## src/rtl/cbt_pkg.sv

```systemverilog
/*
  Constants, register layouts and state codes for the CAN bit timing block.
  Assumes a single system clock; the register port is a plain 8-bit address/data port.
*/
package cbt_pkg;

  localparam int ADDR_W = 8;
  localparam int DATA_W = 8;
  localparam int PRESC_W = 6;
  localparam int SEG_W = 3;
  localparam int JUMP_W = 2;
  localparam int QCNT_W = 5;

  localparam logic [ADDR_W-1:0] ADDR_SEGMENTS = 8'h29;
  localparam logic [ADDR_W-1:0] ADDR_PRESCALE_JUMP = 8'h2a;
  localparam logic [DATA_W-1:0] REG_RESET = 8'h00;
  localparam logic [DATA_W-1:0] READ_UNMAPPED = 8'h00;

  // Information processing time, in quanta.
  localparam logic [QCNT_W-1:0] INFO_PROCESSING_TIME = 5'h02;
  localparam logic [QCNT_W-1:0] SYNC_QUANTA = 5'h01;
  localparam logic [QCNT_W-1:0] ONE_QUANTUM = 5'h01;

  typedef struct packed {
    logic phase2_length_select;
    logic triple_sample_select;
    logic [SEG_W-1:0] phase1_length_field;
    logic [SEG_W-1:0] propagation_length_field;
  } cbt_segments_s;

  typedef struct packed {
    logic [JUMP_W-1:0] resync_jump_width;
    logic [PRESC_W-1:0] quantum_prescaler;
  } cbt_presc_s;

  typedef struct packed {
    logic [ADDR_W-1:0] addr;
    logic wr;
    logic [DATA_W-1:0] wdata;
  } cbt_reg_req_s;

  typedef enum logic [1:0] {
    SEG_SYNC = 2'b00,
    SEG_PROP = 2'b01,
    SEG_PH1 = 2'b10,
    SEG_PH2 = 2'b11
  } cbt_seg_e;

endpackage : cbt_pkg

```

## src/rtl/cbt_bit_timing.sv

```systemverilog
/*
  CAN bit timing: two configuration registers, quantum generation, bit segment
  sequencing with resynchronisation, and single or triple sampling of the bus.
  Assumes rx_level is already synchronous to clk_sys (1 = recessive) and that the
  phase-2 length field of the third timing register arrives on its own input.
*/
// How it works
// - Jump width equals the two-bit field plus one quanta, one to four.
// - One quantum lasts twice the prescaler plus two oscillator periods.
// - Select bit one: phase 2 length comes from the third register field.
// - Select bit zero: phase 2 is the larger of phase 1 and two quanta.
// - Sampling bit one takes three samples per bit; zero takes one.
// - Phase 1 lasts its three-bit field plus one quanta, bits five to three.
// - Propagation lasts its three-bit field plus one quanta, bits two to zero.
// - Both timing registers are fully readable, writable and reset to zero.
`timescale 1ns/1ps
module cbt_bit_timing #(
  parameter int PRESC_W = 6
) (
  input wire logic clk_sys,
  input wire logic resetn,
  input wire cbt_pkg::cbt_reg_req_s reg_req,
  output logic [cbt_pkg::DATA_W-1:0] reg_rdata,
  input wire logic [cbt_pkg::SEG_W-1:0] phase2_length_field,
  input wire logic rx_level,
  output logic tq_pulse,
  output logic bit_start,
  output logic sample_pulse,
  output logic rx_bit,
  output cbt_pkg::cbt_seg_e seg_state
);
  import cbt_pkg::*;

  //////////////////////////////////////////////////////////////////////////////
  // Helper functions.

  function automatic logic [QCNT_W-1:0] max_q(input logic [QCNT_W-1:0] a,
                                              input logic [QCNT_W-1:0] b);
    max_q = (a > b) ? a : b;
  endfunction : max_q

  function automatic logic [QCNT_W-1:0] min_q(input logic [QCNT_W-1:0] a,
                                              input logic [QCNT_W-1:0] b);
    min_q = (a < b) ? a : b;
  endfunction : min_q

  function automatic logic [QCNT_W-1:0] field_plus_one(input logic [SEG_W-1:0] f);
    field_plus_one = QCNT_W'({2'b00, f}) + ONE_QUANTUM;
  endfunction : field_plus_one

  function automatic logic majority3(input logic a, input logic b, input logic c);
    majority3 = (a & b) | (a & c) | (b & c);
  endfunction : majority3

  //////////////////////////////////////////////////////////////////////////////
  // Configuration registers.

  cbt_segments_s seg_cfg_ff;
  cbt_segments_s nxt_seg_cfg;
  cbt_presc_s presc_cfg_ff;
  cbt_presc_s nxt_presc_cfg;
  logic [DATA_W-1:0] rdata_ff;
  logic [DATA_W-1:0] nxt_rdata;

  always_comb begin
    nxt_seg_cfg = seg_cfg_ff;
    nxt_presc_cfg = presc_cfg_ff;
    if (reg_req.wr && reg_req.addr == ADDR_SEGMENTS) begin
      nxt_seg_cfg = cbt_segments_s'(reg_req.wdata);
    end else if (reg_req.wr && reg_req.addr == ADDR_PRESCALE_JUMP) begin
      nxt_presc_cfg = cbt_presc_s'(reg_req.wdata);
    end
    // Read data follows the address every cycle and shows the stored value.
    if (reg_req.addr == ADDR_SEGMENTS) begin
      nxt_rdata = DATA_W'(seg_cfg_ff);
    end else if (reg_req.addr == ADDR_PRESCALE_JUMP) begin
      nxt_rdata = DATA_W'(presc_cfg_ff);
    end else begin
      nxt_rdata = READ_UNMAPPED;
    end
  end

  always_ff @(posedge clk_sys or negedge resetn) begin
    if (!resetn) begin
      seg_cfg_ff <= cbt_segments_s'(REG_RESET);
      presc_cfg_ff <= cbt_presc_s'(REG_RESET);
      rdata_ff <= REG_RESET;
    end else begin
      seg_cfg_ff <= nxt_seg_cfg;
      presc_cfg_ff <= nxt_presc_cfg;
      rdata_ff <= nxt_rdata;
    end
  end

  assign reg_rdata = rdata_ff;

  //////////////////////////////////////////////////////////////////////////////
  // Quantum generation and segment lengths.

  logic tq_tick;

  cbt_quantum_gen #(
    .PRESC_W(PRESC_W)
  ) u_quantum_gen (
    .clk_sys(clk_sys),
    .resetn(resetn),
    .quantum_prescaler(presc_cfg_ff.quantum_prescaler),
    .tq_tick(tq_tick)
  );

  logic [QCNT_W-1:0] prop_len;
  logic [QCNT_W-1:0] ph1_len;
  logic [QCNT_W-1:0] ph2_len;
  logic [QCNT_W-1:0] jump_len;

  assign prop_len = field_plus_one(seg_cfg_ff.propagation_length_field);
  assign ph1_len = field_plus_one(seg_cfg_ff.phase1_length_field);
  assign jump_len = QCNT_W'({1'b0, presc_cfg_ff.resync_jump_width}) + ONE_QUANTUM;
  assign ph2_len = seg_cfg_ff.phase2_length_select
                 ? field_plus_one(phase2_length_field)
                 : max_q(ph1_len, INFO_PROCESSING_TIME);

  //////////////////////////////////////////////////////////////////////////////
  // Segment sequencer with resynchronisation and sampling.

  cbt_seg_e seg_ff;
  cbt_seg_e nxt_seg;
  logic [QCNT_W-1:0] left_ff;
  logic [QCNT_W-1:0] nxt_left;
  logic [QCNT_W-1:0] elapsed_ff;
  logic [QCNT_W-1:0] nxt_elapsed;
  logic resynced_ff;
  logic nxt_resynced;
  logic rx_prev_ff;
  logic [1:0] early_ff;
  logic [1:0] nxt_early;
  logic rx_bit_ff;
  logic nxt_rx_bit;
  logic sample_ff;
  logic nxt_sample;
  logic start_ff;
  logic nxt_start;
  logic tq_out_ff;
  logic fall_edge;
  logic edge_pend_ff;
  logic nxt_edge_pend;
  logic edge_hit;

  assign fall_edge = rx_prev_ff & ~rx_level;
  // An edge that meets a quantum tick is held one clock, so that the tick is never lost.
  assign edge_hit = (fall_edge || edge_pend_ff) && !tq_tick;

  always_comb begin
    nxt_seg = seg_ff;
    nxt_left = left_ff;
    nxt_elapsed = elapsed_ff;
    nxt_resynced = resynced_ff;
    nxt_early = early_ff;
    nxt_rx_bit = rx_bit_ff;
    nxt_sample = 1'b0;
    nxt_start = 1'b0;
    nxt_edge_pend = fall_edge && tq_tick;
    // Edge adjustments act on the first clock without a tick; one adjustment per bit.
    if (edge_hit && !resynced_ff) begin
      case (seg_ff)
        SEG_PROP, SEG_PH1: begin
          // Late edge: stretch phase 1 by the phase error, capped at jump width.
          nxt_resynced = 1'b1;
          if (seg_ff == SEG_PH1) begin
            nxt_left = left_ff + min_q(elapsed_ff, jump_len);
          end else begin
            nxt_elapsed = elapsed_ff + min_q(elapsed_ff, jump_len);
          end
        end
        SEG_PH2: begin
          // Early edge: cut phase 2 short by no more than the jump width.
          nxt_resynced = 1'b1;
          if (left_ff <= jump_len) begin
            nxt_seg = SEG_SYNC;
            nxt_left = SYNC_QUANTA;
            nxt_start = 1'b1;
          end else begin
            nxt_left = left_ff - jump_len;
          end
        end
        default: begin
          nxt_resynced = resynced_ff;
        end
      endcase
    end else if (tq_tick) begin
      nxt_elapsed = elapsed_ff + ONE_QUANTUM;
      if (left_ff > ONE_QUANTUM) begin
        nxt_left = left_ff - ONE_QUANTUM;
      end else begin
        case (seg_ff)
          SEG_SYNC: begin
            nxt_seg = SEG_PROP;
            nxt_left = prop_len;
            nxt_elapsed = '0;
          end
          SEG_PROP: begin
            nxt_seg = SEG_PH1;
            // A late edge seen during propagation lengthens phase 1 here.
            nxt_left = ph1_len + (elapsed_ff > prop_len ? elapsed_ff - prop_len : '0);
          end
          SEG_PH1: begin
            nxt_seg = SEG_PH2;
            nxt_left = ph2_len;
            nxt_sample = 1'b1;
            nxt_rx_bit = seg_cfg_ff.triple_sample_select
                       ? majority3(early_ff[1], early_ff[0], rx_level)
                       : rx_level;
          end
          default: begin
            nxt_seg = SEG_SYNC;
            nxt_left = SYNC_QUANTA;
            nxt_resynced = 1'b0;
            nxt_start = 1'b1;
          end
        endcase
      end
      // Two quanta-spaced samples ahead of the sample point feed the vote.
      nxt_early = {early_ff[0], rx_level};
    end
    if (nxt_start) begin
      nxt_resynced = 1'b0;
    end
  end

  always_ff @(posedge clk_sys or negedge resetn) begin
    if (!resetn) begin
      seg_ff <= SEG_SYNC;
      left_ff <= SYNC_QUANTA;
      elapsed_ff <= '0;
      resynced_ff <= 1'b0;
      rx_prev_ff <= 1'b1;
      edge_pend_ff <= 1'b0;
      early_ff <= 2'h3;
      rx_bit_ff <= 1'b1;
      sample_ff <= 1'b0;
      start_ff <= 1'b0;
      tq_out_ff <= 1'b0;
    end else begin
      seg_ff <= nxt_seg;
      left_ff <= nxt_left;
      elapsed_ff <= nxt_elapsed;
      resynced_ff <= nxt_resynced;
      rx_prev_ff <= rx_level;
      edge_pend_ff <= nxt_edge_pend;
      early_ff <= nxt_early;
      rx_bit_ff <= nxt_rx_bit;
      sample_ff <= nxt_sample;
      start_ff <= nxt_start;
      tq_out_ff <= tq_tick;
    end
  end

  assign tq_pulse = tq_out_ff;
  assign bit_start = start_ff;
  assign sample_pulse = sample_ff;
  assign rx_bit = rx_bit_ff;
  assign seg_state = seg_ff;

endmodule : cbt_bit_timing

```

## src/rtl/cbt_quantum_gen.sv

```systemverilog
/*
  Time quantum generator: one-cycle tick every 2 x (prescaler + 1) clocks.
  Assumes the prescaler value is stable or that a change may stretch one quantum.
*/
`timescale 1ns/1ps
module cbt_quantum_gen #(
  parameter int PRESC_W = 6
) (
  input wire logic clk_sys,
  input wire logic resetn,
  input wire logic [PRESC_W-1:0] quantum_prescaler,
  output logic tq_tick
);
  import cbt_pkg::*;

  logic [PRESC_W:0] cnt_ff;
  logic [PRESC_W:0] nxt_cnt;
  logic tick_ff;
  logic nxt_tick;
  logic [PRESC_W:0] last_count;

  // Terminal count is 2 x (prescaler + 1) - 1 = 2 x prescaler + 1.
  assign last_count = {quantum_prescaler, 1'b1};

  always_comb begin
    nxt_tick = 1'b0;
    nxt_cnt = cnt_ff + 1'b1;
    if (cnt_ff >= last_count) begin
      nxt_cnt = '0;
      nxt_tick = 1'b1;
    end
  end

  always_ff @(posedge clk_sys or negedge resetn) begin
    if (!resetn) begin
      cnt_ff <= '0;
      tick_ff <= 1'b0;
    end else begin
      cnt_ff <= nxt_cnt;
      tick_ff <= nxt_tick;
    end
  end

  assign tq_tick = tick_ff;

endmodule : cbt_quantum_gen

```

## config.mk

```make
export PLATFORM = sky130hd
export DESIGN_NAME = cbt_bit_timing
export DESIGN_NICKNAME = d
export VERILOG_FILES = /design/src/rtl/cbt_pkg.sv /design/src/rtl/cbt_bit_timing.sv /design/src/rtl/cbt_quantum_gen.sv
export SDC_FILE = /design/constraint.sdc
export NUM_CORES = 1
export LEC_CHECK = 0
export BUFFER_PORTS_ARGS = -buffer_cell sky130_fd_sc_hd__buf_2
export CAP_MARGIN = 10
export CELL_PAD_IN_SITES_DETAIL_PLACEMENT = 0
export CELL_PAD_IN_SITES_GLOBAL_PLACEMENT = 2
export CORE_ASPECT_RATIO = 1.1
export CORE_UTILIZATION = 35
export CTS_CLUSTER_SIZE = 40
export DETAILED_ROUTE_END_ITERATION = 7
export PLACE_DENSITY = 0.87
export SYNTH_ARGS = -nofsm -noshare
export SYNTH_HDL_FRONTEND = slang
export SYNTH_SLANG_ARGS = --single-unit
```

## constraint.sdc

```tcl
create_clock -name clk_sys -period 3.1 [get_ports clk_sys]
set_clock_uncertainty 0.1 [all_clocks]
set_input_delay 0.31 -clock clk_sys [delete_from_list [all_inputs] [get_ports clk_sys]]
set_output_delay 0.31 -clock clk_sys [all_outputs]
set_load 0.03 [all_outputs]
```

After elaboration in Yosys (flattened, before gate mapping)
Index checks and enable logic that the tools add are counted.
{ "word_totals": {"elab_cells": 128, "regBits": 53, "in_bits": 23} }
{ "classes": {"n_addsub": 12, "bitwise": 10, "n_reduce_logical": 21, "eq_ne": 15, "mux": 44, "magnitude_cmp": 6} }
{ "op_table": {"columns": ["cell", "n"], "rows": [
  ["$mux W5", 13],
  ["$mux W1", 18],
  ["$eq A8 B6 Y1 const B", 2],
  ["$mux W8", 2],
  ["$pmux W5 S3", 1],
  ["$add A3 B1 Y4 const B", 3],
  ["$reduce_and A4 Y1", 3],
  ["$add A5 B5 Y5", 2],
  ["$mux W2", 5],
  ["$pmux W5 S2", 1],
  ["$ne A3 B3 Y1 const B", 3],
  ["$mux W4", 2],
  ["$add A7 B1 Y7 const B", 1],
  ["$ge A7 B7 Y1", 1],
  ["$mux W7", 1],
  ["$ne A2 B1 Y1 const B", 3],
  ["$ne A3 B1 Y1 const B", 2],
  ["$pmux W2 S3", 1],
  ["$reduce_and A3 Y1", 2],
  ["$reduce_or A3 Y1", 2],
  ["$add A4 B5 Y5", 1],
  ["$add A5 B1 Y5 const B", 1],
  ["$gt A5 B1 Y1 const B", 1],
  ["$gt A5 B4 Y1", 1],
  ["21 further kinds", 36]
]} }

Logic depth before layout (Yosys ltp)
Gate-level depths: netlist (run 1).
{ "logic_depth": {"depth_word": 8, "ltp_mapped": 18, "ltp_nobuf": 18} }

By module
From an unflattened synthesis (run 1), not the netlist that was laid out.
{ "unflattened": {"cells_unflattened": 374, "area_unflattened_um2": 3753.6} }
{ "modules_own_cells": {"columns": ["module", "n_inst", "area_per_inst_um2", "cells_each"], "rows": [
  ["cbt_bit_timing", 1, 3269.4, 325],
  ["cbt_quantum_gen", 1, 484.2, 49]
]} }

Worst setup path before layout (run 1)
Ideal clock, no wire load.
{ "synth_timing": {"path_type": "register to register", "startpoint": "reg seg_cfg_ff[0] in the netlist's numbering", "endpoint": "reg left_ff[2]", "arrival_time_ns": 3.118, "slack_ns": -0.244, "required_time_ns": 2.874, "stages_incl_launch_ff": 15, "synth_period_minus_slack_ns": 3.344, "path_cell_list": "dfrtp_1 > ha_1 > inv_1 > ha_1 > nor2b_1 > o21a_1 > nor2_1 > o21bai_1 > a21oi_1 > or2_2 > fa_1 > xnor2_1 > a221oi_1 > nor3_1 > o32a_1"} }
{ "synth_via": {"elab_chain_cells": 8, "elab_cells_between_ends": 9, "classes_between": "3 x add/sub; 1 x order compare; 5 x mux"} }
{ "synth_lines": {"columns": ["item", "line_no", "source"], "rows": [
  ["from (decl)", "cbt_bit_timing.sv:58", "cbt_segments_s seg_cfg_ff;"],
  ["from (signal assigned)", "cbt_bit_timing.sv:85", "seg_cfg_ff <= cbt_segments_s'(REG_RESET);"],
  ["from (signal assigned)", "cbt_bit_timing.sv:89", "seg_cfg_ff <= nxt_seg_cfg;"],
  ["$add A3 B1 Y4 *", "cbt_bit_timing.sv:48", "field_plus_one = QCNT_W'({2'b00, f}) + ONE_QUANTUM;"],
  ["$sub A5 B4 Y5 or $gt A5 B4 Y1 (tied branches)", "cbt_bit_timing.sv:204", "nxt_left = ph1_len + (elapsed_ff > prop_len ? elapsed_ff - prop_len : '0);"],
  ["$mux W5", "cbt_bit_timing.sv:204", null],
  ["$add A4 B5 Y5", "cbt_bit_timing.sv:204", null],
  ["$pmux W5 S3 *", "cbt_bit_timing.sv:195", "case (seg_ff)"],
  ["$mux W5 *", "cbt_bit_timing.sv:192", "if (left_ff > ONE_QUANTUM) begin"],
  ["$mux W5 *", "cbt_bit_timing.sv:190", "end else if (tq_tick) begin"],
  ["$mux W5 *", "cbt_bit_timing.sv:164", "if (edge_hit && !resynced_ff) begin"],
  ["to (signal assigned)", "cbt_bit_timing.sv:245", "left_ff <= nxt_left;"],
  ["to (decl)", "cbt_bit_timing.sv:128", "logic [QCNT_W-1:0] left_ff;"]
]} }
Mark *: on every way between the ends. The rest lies on a longest branch, timed or not. The select of a mux whose other input is x is not followed.
A chain may end at the register's enable or synchronous reset.

Worst setup path in the final report (run 1)
{ "layout_timing": {"startpoint": "reg seg_cfg_ff[1] in the netlist's numbering", "endpoint": "reg left_ff[1]"} }
Same word-level chain as after synthesis.

==> results of run 1 <==
cell usage after synthesis (all sizes together) (3+ instances only):
library cell | instances | area share, %
inv | 34 | 3.5
fa | 5 | 2.7
nand4 | 3 | 0.51
dfrtp | 48 | 33
nor3b | 4 | 1.4
nor3 | 9 | 1.2
xor2 | 5 | 1.2
o21ai | 17 | 2.3
nand3 | 6 | 0.81
a22o | 9 | 2.1
dfstp | 5 | 3.6
a221oi | 4 | 0.95
a211oi | 3 | 0.61
a21oi | 25 | 3.4
mux2 | 20 | 6.1
ha | 41 | 14
nor2b | 10 | 1.7
and3 | 4 | 0.68
nor2 | 31 | 3.4
a21o | 8 | 1.6
xnor2 | 12 | 2.8
nand2 | 21 | 2.5
clkbuf | 3 | 0.31
buf | 3 | 0.41
o31ai | 3 | 0.61
o21a | 4 | 0.81
worst max-delay path, cell delays in order, from the launching register on:
cell,delay [ns]
sky130_fd_sc_hd__dfrtp_1,0.42
sky130_fd_sc_hd__ha_4,0.28
sky130_fd_sc_hd__inv_2,0.04
sky130_fd_sc_hd__ha_4,0.26
sky130_fd_sc_hd__nor2b_4,0.13
sky130_fd_sc_hd__o21a_1,0.13
sky130_fd_sc_hd__nor2_2,0.04
sky130_fd_sc_hd__o21bai_1,0.17
sky130_fd_sc_hd__a21oi_2,0.11
sky130_fd_sc_hd__buf_4,0.15
sky130_fd_sc_hd__or2_4,0.23
sky130_fd_sc_hd__fa_2,0.55
sky130_fd_sc_hd__inv_2,0.03
sky130_fd_sc_hd__a222oi_1,0.28
sky130_fd_sc_hd__nor3_1,0.11
sky130_fd_sc_hd__o32a_1,0.30
worst max-delay path by stage:
stage / startpoint / endpoint / slack (ns) / cells after the start
6_report: seg_cfg_ff[1] / left_ff[1] / -0.33 / 15
3_5_place_dp: presc_cfg_ff[7] / left_ff[4] / -0.31 / 16
3_3_place_gp: presc_cfg_ff[7] / left_ff[4] / -0.27 / 16
5_1_grt: seg_cfg_ff[1] / left_ff[1] / -0.46 / 16
4_1_cts: seg_cfg_ff[1] / left_ff[1] / -0.25 / 16
2_1_floorplan: seg_cfg_ff[0] / left_ff[2] / -0.09 / 16
report_power, final:
part           total (mW)  internal (mW)  switching, mW
registers            1.06          0.861          0.201
clock network       0.420          0.186          0.235
logic                2.56           1.24           1.31
per-stage QoR:
step,instances,instance area [um2]
5_1_grt,589,4636
3_5_place_dp,573,4323
6_report,589,4636
4_1_cts,585,4506
2_1_floorplan,371,3754
3_3_place_gp,573,4323
cell families after synthesis:
family	after synthesis	share of synthesized area (%)
other	1	0.1017
AND/OR/NAND/NOR	99	15.13
XOR/XNOR	17	4.037
flip-flops	53	36.13
AO/OA/AOI/OAI	93	17.16
multiplexers	22	6.649
adder cells (fa/ha/maj)	46	16.62
buffers and inverters	40	4.172
what timing repair did:
item | CTS | global route
setup endpoints to repair | 5 | 7
endpoints found under the hold margin | 12 | 0
resized for setup | 12 | 22
pin swaps | 9 | 15
hold buffers | 1 | 0
setup buffers | 3 | 4
registers in the layout, summed over array words and instances (netlist names):
| signal | count |
|---|---|
| left_ff | 5 |
| reg_rdata | 8 |
| tq_pulse | 1 |
| bit_start | 1 |
| sample_pulse | 1 |
| seg_state | 2 |
| presc_cfg_ff | 8 |
| early_ff | 2 |
| rx_bit | 1 |
| elapsed_ff | 5 |
| edge_pend_ff | 1 |
| resynced_ff | 1 |
| u_quantum_gen.cnt_ff | 7 |
| rx_prev_ff | 1 |
| u_quantum_gen.tq_tick | 1 |
| seg_cfg_ff | 8 |
layer usage:
layer,wire length (um),up-vias,share of wire [%],track usage (%)
met4,124,0,1.4,3.992
li1,-,1488,-,-
met2,4602,46,50,31.67
met5,0,-,0,0
met1,4188,1466,46,22.73
met3,267,10,2.9,2.670
layout make-up:
cell class | instances | area (um2) | area share (%)
flip-flops and latches | 53 | 1333 | 28.74
repair buffers | 76 | 494.2 | 10.66
clock inverters | 2 | 17.52 | 0.3779
inverters | 34 | 130.1 | 2.807
well taps | 140 | 175.2 | 3.779
multi-input cells | 278 | 2404 | 51.85
clock buffers | 6 | 82.58 | 1.781
==> reports/summary.md, run 1 <==
### Outcome
- **result of the run** finished, violations left
- **violated checks** negative setup slack

### Global routing
- **global-route congestion overflow total** 0
- **maximum number of pins on one net before global-route repair** 38
- **Tot GR Track Use** 17.78%
- **first-pass GRT wire length** 15060 um
- **number of antenna violations at the first check in global routing** 0
- **number of global-route vias before repair** 3151

### STA
- **Final setup violation count** 4
- **maximum clock rate** 291.9 MHz
- **Sum Neg Setup Slack** -1.087 ns
- **measured slew at the worst slew-check pin** 0.6352 ns
- **Period Utilization, post-route** 110.5%
- **Final min period** 3.426 ns
- **worst hold slack** 0.03080 ns
- **max-slew violation count** 0
- **setup repair after global routing missed its margin** yes
- **Fin. Hold Viols** 0
- **remaining max-slew budget at the tightest pin** 57.65%
- **setup slack of the critical path after layout** -0.3258 ns

### Synthesis
- **Cells after Synth** 371
- **net count of the mapped netlist** 440
- **Most used DFF post-synth** sky130_fd_sc_hd__dfrtp_1
- **Post-synth EDFFs** 0
- **fraction of synthesis flops using an asynchronous set or reset pin** 100.0%
- **Mapped Avg Cell Area** 9.942 um2
- **number of different library cells in the post-synthesis netlist** 56
- **sequential fraction of the synthesis area** 36.13%
- **Yosys warning count** 0
- **Yosys reg bits** 53
- **netlist area before placement** 3689 um2

### Clock tree
- **number of clock buffers inserted by TritonCTS** 5
- **CTS max path bufs** 2
- **number of clock sinks** 53
- **TritonCTS clock tree** done
- **CTS root buffer** sky130_fd_sc_hd__clkbuf_8
- **clock latency reported for the late side of the worst-skew pair** 0.31 ns
- **clock transition at the register clock pins on the worst setup and hold paths after CTS** 0.10 ns
- **number of H-tree levels** 2

### Die
- **overall die area** 10950 um2
- **core outline area** 10030 um2
- **DIE HEIGHT** 109.7 um
- **Die Span X** 99.88 um
- **floorplan row count** 38
- **starting utilization of the core area** 36.77%
- **Top Ports** 37

### Layout
- **number of nets in the finished design** 517
- **highest-count cells in the layout ignoring fill and taps** sky130_fd_sc_hd__dfrtp_1, sky130_fd_sc_hd__buf_2, sky130_fd_sc_hd__buf_4, sky130_fd_sc_hd__ha_1, sky130_fd_sc_hd__inv_1
- **post-layout utilization of the core** 46.21%
- **ratio of cells with drive above 1 in the final layout** 35.63%
- **number of antenna repair diodes** 0
- **leading cell type in the layout, fill and taps excluded** sky130_fd_sc_hd__dfrtp_1
- **filler instances** 988
- **P&R area growth vs syn** 25.68%

### Drt
- **average vias per placed instance** 5.110
- **routed length per instance** 15.59 um
- **number of design-rule violations left by the first detailed-router iteration** 158
- **final antenna-violating net count** 0
- **DRC violation count after routing** 0
- **sum of routed wire length over all layers** 9183 um
- **total via count after detailed routing** 3010
- **number of iterations in the first detailed-routing pass** 4

### Power and ir drop
- **peak supply drop** 0.3970 mV
- **leakage dissipation** 2.206 nW
- **power after layout** 4.038 mW
- **power per cell area** 871.1 nW/um2

### Worst setup path
- **Reg-to-Reg End** left_ff[1]
- **critical setup path kind** reg2reg
- **data required time at the worst endpoint** 3.20 ns
- **capturing element type of the critical path** flop
- **critical path launch point type** flop
- **WP data arrival** 3.53 ns
- **startpoint of the lowest-slack register-to-register path** seg_cfg_ff[1]
- **Worst R2R Setup Slack** -0.33 ns
- **Max Fanout on Critical Path** 4
- **R2R cell count** 15

### Min path
- **Hold Path Depth** 1
- **hold crit path type** in2reg
- **hold_sp** rx_level
- **end point of the most critical hold path** rx_prev_ff

### Placed design
- **Post-Place Setup Slack** -0.3136 ns
- **final weighted congestion in routability-driven placement** 0.8499
- **Port-buffer cells** 36
- **half-perimeter wire length after detailed placement** 7132 um

### Job
- **maxcap violations** 0

Note: power is estimated with default switching activity, not from simulation.
==> run 2, diff against run 1 <==
Settings changed: SYNTH_HIERARCHICAL set to 1.
==> run 2 against run 1 <==
The run still ends with negative setup slack left. Synthesized cell count is 0.81% higher. Critical path depth unchanged. Non-clock buffer count decreased by 6. Sequential power hardly changed. Critical path type unchanged. Largest cell class unchanged.
==> reports/summary.md, run 2 <==
### STA
- **setup slack of the critical path after layout** -0.08432 ns, +0.2415 ns
- **Final setup violation count** 2, -2
- **Fin. Hold Viols** 0, unchanged
- **setup repair after global routing missed its margin** yes
- **maximum clock rate** 314.0 MHz, +7.6%
- **Sum Neg Setup Slack** -0.09492 ns, +0.9923 ns
- **max-slew violation count** 0, unchanged
- **Period Utilization, post-route** 102.7%, -7.8 points
- **remaining max-slew budget at the tightest pin** 50.46%, -7.2 points
- **measured slew at the worst slew-check pin** 0.7431 ns, +0.1079 ns
- **Final min period** 3.184 ns, -0.2415 ns

### Die
- **overall die area** 11140 um2, +1.7%
- **core outline area** 10390 um2, +3.6%
- **starting utilization of the core area** 36.11%, -0.65 points
- **DIE HEIGHT** 110.6 um, +0.86%
- **Die Span X** 100.7 um, +0.86%
- **floorplan row count** 39, +2.6%
- **Top Ports** 37, unchanged

### Clock tree
- **number of clock sinks** 53, unchanged
- **number of clock buffers inserted by TritonCTS** 5, unchanged
- **number of H-tree levels** 2, unchanged
- **CTS root buffer** sky130_fd_sc_hd__clkbuf_16
- **TritonCTS clock tree** done
- **clock latency reported for the late side of the worst-skew pair** 0.29 ns, -0.02 ns
- **clock transition at the register clock pins on the worst setup and hold paths after CTS** 0.07 ns, -0.03 ns
- **CTS max path bufs** 2, unchanged

### Synthesis
- **Cells after Synth** 374, +0.81%
- **number of different library cells in the post-synthesis netlist** 65, +16%
- **fraction of synthesis flops using an asynchronous set or reset pin** 100.0%, unchanged
- **Yosys reg bits** 53, unchanged
- **commonest cells in the netlist** sky130_fd_sc_hd__dfrtp_1, sky130_fd_sc_hd__ha_1, sky130_fd_sc_hd__inv_1
- **area fraction of the dominant cell type after synthesis** 32.00%, -0.56 points
- **cell with the most instances after synthesis** sky130_fd_sc_hd__dfrtp_1
- **Yosys warning count** 6, +6
- **sequential fraction of the synthesis area** 35.50%, -0.63 points
- **Mapped Avg Cell Area** 10.04 um2, +0.95%
- **net count of the mapped netlist** 443, +0.68%
- **netlist area before placement** 3754 um2, +1.8%
- **cell accounting for the most synthesized area** sky130_fd_sc_hd__dfrtp_1
- **Post-synth EDFFs** 0, unchanged
- **Most used DFF post-synth** sky130_fd_sc_hd__dfrtp_1
- **top cells by area, synth** sky130_fd_sc_hd__dfrtp_1, sky130_fd_sc_hd__ha_1, sky130_fd_sc_hd__mux2_2

### Drt
- **number of design-rule violations left by the first detailed-router iteration** 207, +31%
- **total via count after detailed routing** 3184, +5.8%
- **routed length per instance** 15.94 um, +2.2%
- **average vias per placed instance** 5.406, +5.8%
- **sum of routed wire length over all layers** 9389 um, +2.2%
- **number of iterations in the first detailed-routing pass** 4, unchanged
- **final antenna-violating net count** 0, unchanged
- **DRC violation count after routing** 0, unchanged

### Outcome
- **violated checks** negative setup slack
- **result of the run** finished, violations left

### Power and ir drop
- **switching fraction of total power** 41.89%, -1.4 points
- **switching component of the power** 1.543 mW, -12%
- **Internal Power** 2.140 mW, -6.5%
- **part of the power in combinational logic** 55.8%, -7.5 points
- **peak supply drop** 0.3999 mV, +0.74%
- **clock network fraction of design power** 15.1%, +4.7 points
- **Sequential Power Share** 29.1%, +2.8 points
- **power per cell area** 788.4 nW/um2, -9.5%
- **leakage dissipation** 2.101 nW, -4.8%
- **power after layout** 3.683 mW, -8.8%

### Layout
- **number of nets in the finished design** 514, -0.58%
- **leading cell type in the layout, fill and taps excluded** sky130_fd_sc_hd__dfrtp_1
- **number of antenna repair diodes** 0, unchanged
- **ratio of cells with drive above 1 in the final layout** 33.18%, -2.5 points
- **filler instances** 992, +0.40%
- **highest-count cells in the layout ignoring fill and taps** sky130_fd_sc_hd__dfrtp_1, sky130_fd_sc_hd__buf_2, sky130_fd_sc_hd__ha_1, sky130_fd_sc_hd__buf_4, sky130_fd_sc_hd__inv_1
- **Final Instance Area** 4671 um2, +0.76%
- **P&R area growth vs syn** 24.43%

### Placed design
- **half-perimeter wire length after detailed placement** 7370 um, +3.3%
- **Post-Place Setup Slack** -0.1380 ns, +0.1756 ns
- **final weighted congestion in routability-driven placement** 0.9276, +9.1%
- **placed cell area** 4285 um2, -0.87%
- **Port-buffer cells** 36, unchanged

### Global routing
- **number of global-route vias before repair** 3185, +1.1%
- **maximum number of pins on one net before global-route repair** 35, -7.9%
- **first-pass GRT wire length** 15670 um, +4.0%
- **number of antenna violations at the first check in global routing** 0, unchanged
- **Tot GR Track Use** 17.84%, +0.063 points
- **global-route congestion overflow total** 0, unchanged

### Worst setup path
- **most prevalent standard cell on the critical path** sky130_fd_sc_hd__xnor2_2
- **startpoint of the lowest-slack register-to-register path** seg_cfg_ff[1]
- **critical path launch point type** flop
- **WP data arrival** 3.26 ns, -0.27 ns
- **longest individual stage delay on the worst path** 0.41 ns, -0.14 ns
- **Crit. Startpoint** seg_cfg_ff[1]
- **cells along the critical path** ha_4, xnor2_2, ha_1, o21a_1, o31a_1, buf_4, nor3_2, nor2_1, ha_2, inv_2, fa_2, xnor2_2, a221oi_2, o221a_2, a21oi_2
- **critical setup path kind** reg2reg
- **capturing element type of the critical path** flop
- **data required time at the worst endpoint** 3.17 ns, -0.03 ns
- **Critical Path Slowest Stage Cell** sky130_fd_sc_hd__dfrtp_1
- **Max Fanout on Critical Path** 2, -2

### Min path
- **hold_sp** rx_level
- **hold crit path type** in2reg

### Job
- **maxcap violations** 0, unchanged

==> run 2: changes by cell type in the layout (fill, tap and decap cells not counted), sizes merged, moves of 5 or more <==
cell / delta
o22ai: +5
buf: -6
xnor2: -6
nor2: -12
nand2: -8
nand2b: +6
nand3: +12
==> run 2: routing by layer <==
| layer | vias to the layer above | GRT usage (%) | wire length, um |
|---|---|---|---|
| li1 | 1532 | - | - |
| met1 | 1541 | 23.53 | 4141 |
| met2 | 96 | 30.09 | 4595 |
| met3 | 15 | 2.342 | 433 |
| met4 | 0 | 5.507 | 217 |
| met5 | - | 0 | 0 |
==> run 2: per-stage QoR <==
step | hold slack, ns | util (%) | instances
global route | 0.04748 | 44.94 | 589
detailed placement | 0.3211 | 41.23 | 572
floorplan | -0.08559 | - | 374
CTS | 0.04451 | 43.45 | 584
global placement | 0.3088 | 41.23 | 572
finish | 0.05310 | 44.94 | 589
==> run 2: power groups by stage <==
stage	clock network [mW]	logic, mW	registers, mW
2_1_floorplan	0	1.26	1.02
3_3_place_gp	0	1.76	1.07
3_5_place_dp	0	1.79	1.07
4_1_cts	0.573	1.87	1.06
5_1_grt	0.600	2.31	1.10
6_report	0.555	2.05	1.07
==> run 2: cell type report <==
type / instances / area (um2) / area share [%]
inverter: 31 / 116.4 / 2.491
multi-input combinational: 284 / 2457 / 52.61
clock buffer: 5 / 125.1 / 2.679
clock inverter: 3 / 22.52 / 0.4822
tap: 143 / 178.9 / 3.831
timing repair buffer: 70 / 437.9 / 9.376
sequential: 53 / 1333 / 28.53
==> run 2: repair_timing <==
item	CTS	global route
pin swaps	9	20
endpoints found under the hold margin	2	0
setup endpoints to repair	3	7
resized for setup	13	23
hold buffers	1	0
buffers inserted	3	5
cloned	0	0
==> run 2: worst paths after layout <==
check	end	slack [ns]	cells after the start
worst min register to register	reg_rdata[2]	0.41	1
max in group asynchronous	left_ff[0]	1.59	3
min in group asynchronous	seg_cfg_ff[6]	0.51	2
worst min-delay path	rx_prev_ff	0.05	1
worst max-delay path	left_ff[2]	-0.08	15
worst max register to register	left_ff[2]	-0.08	15
==> run 2: logic make-up (layout without fill, tap and decap cells) <==
group	count (synthesis)	in the layout	share of synthesized area, %
flip-flops	53	53	35.50
other	1	1	0.09990
multiplexers	21	21	6.267
buffers and inverters	37	109	3.967
AND/OR/NAND/NOR	99	99	15.07
XOR/XNOR	12	12	2.800
AO/OA/AOI/OAI	105	105	19.97
adder cells (fa/ha/maj)	46	46	16.33
==> run 2: critical path, delay by kind of cell, from the launching register on <==
family	cells	cell delay, ns
buffers and inverters	2	0.17
flip-flops	1	0.41
AO/OA/AOI/OAI	5	0.84
XOR/XNOR	2	0.29
AND/OR/NAND/NOR	2	0.17
adder cells (fa/ha/maj)	4	1.09
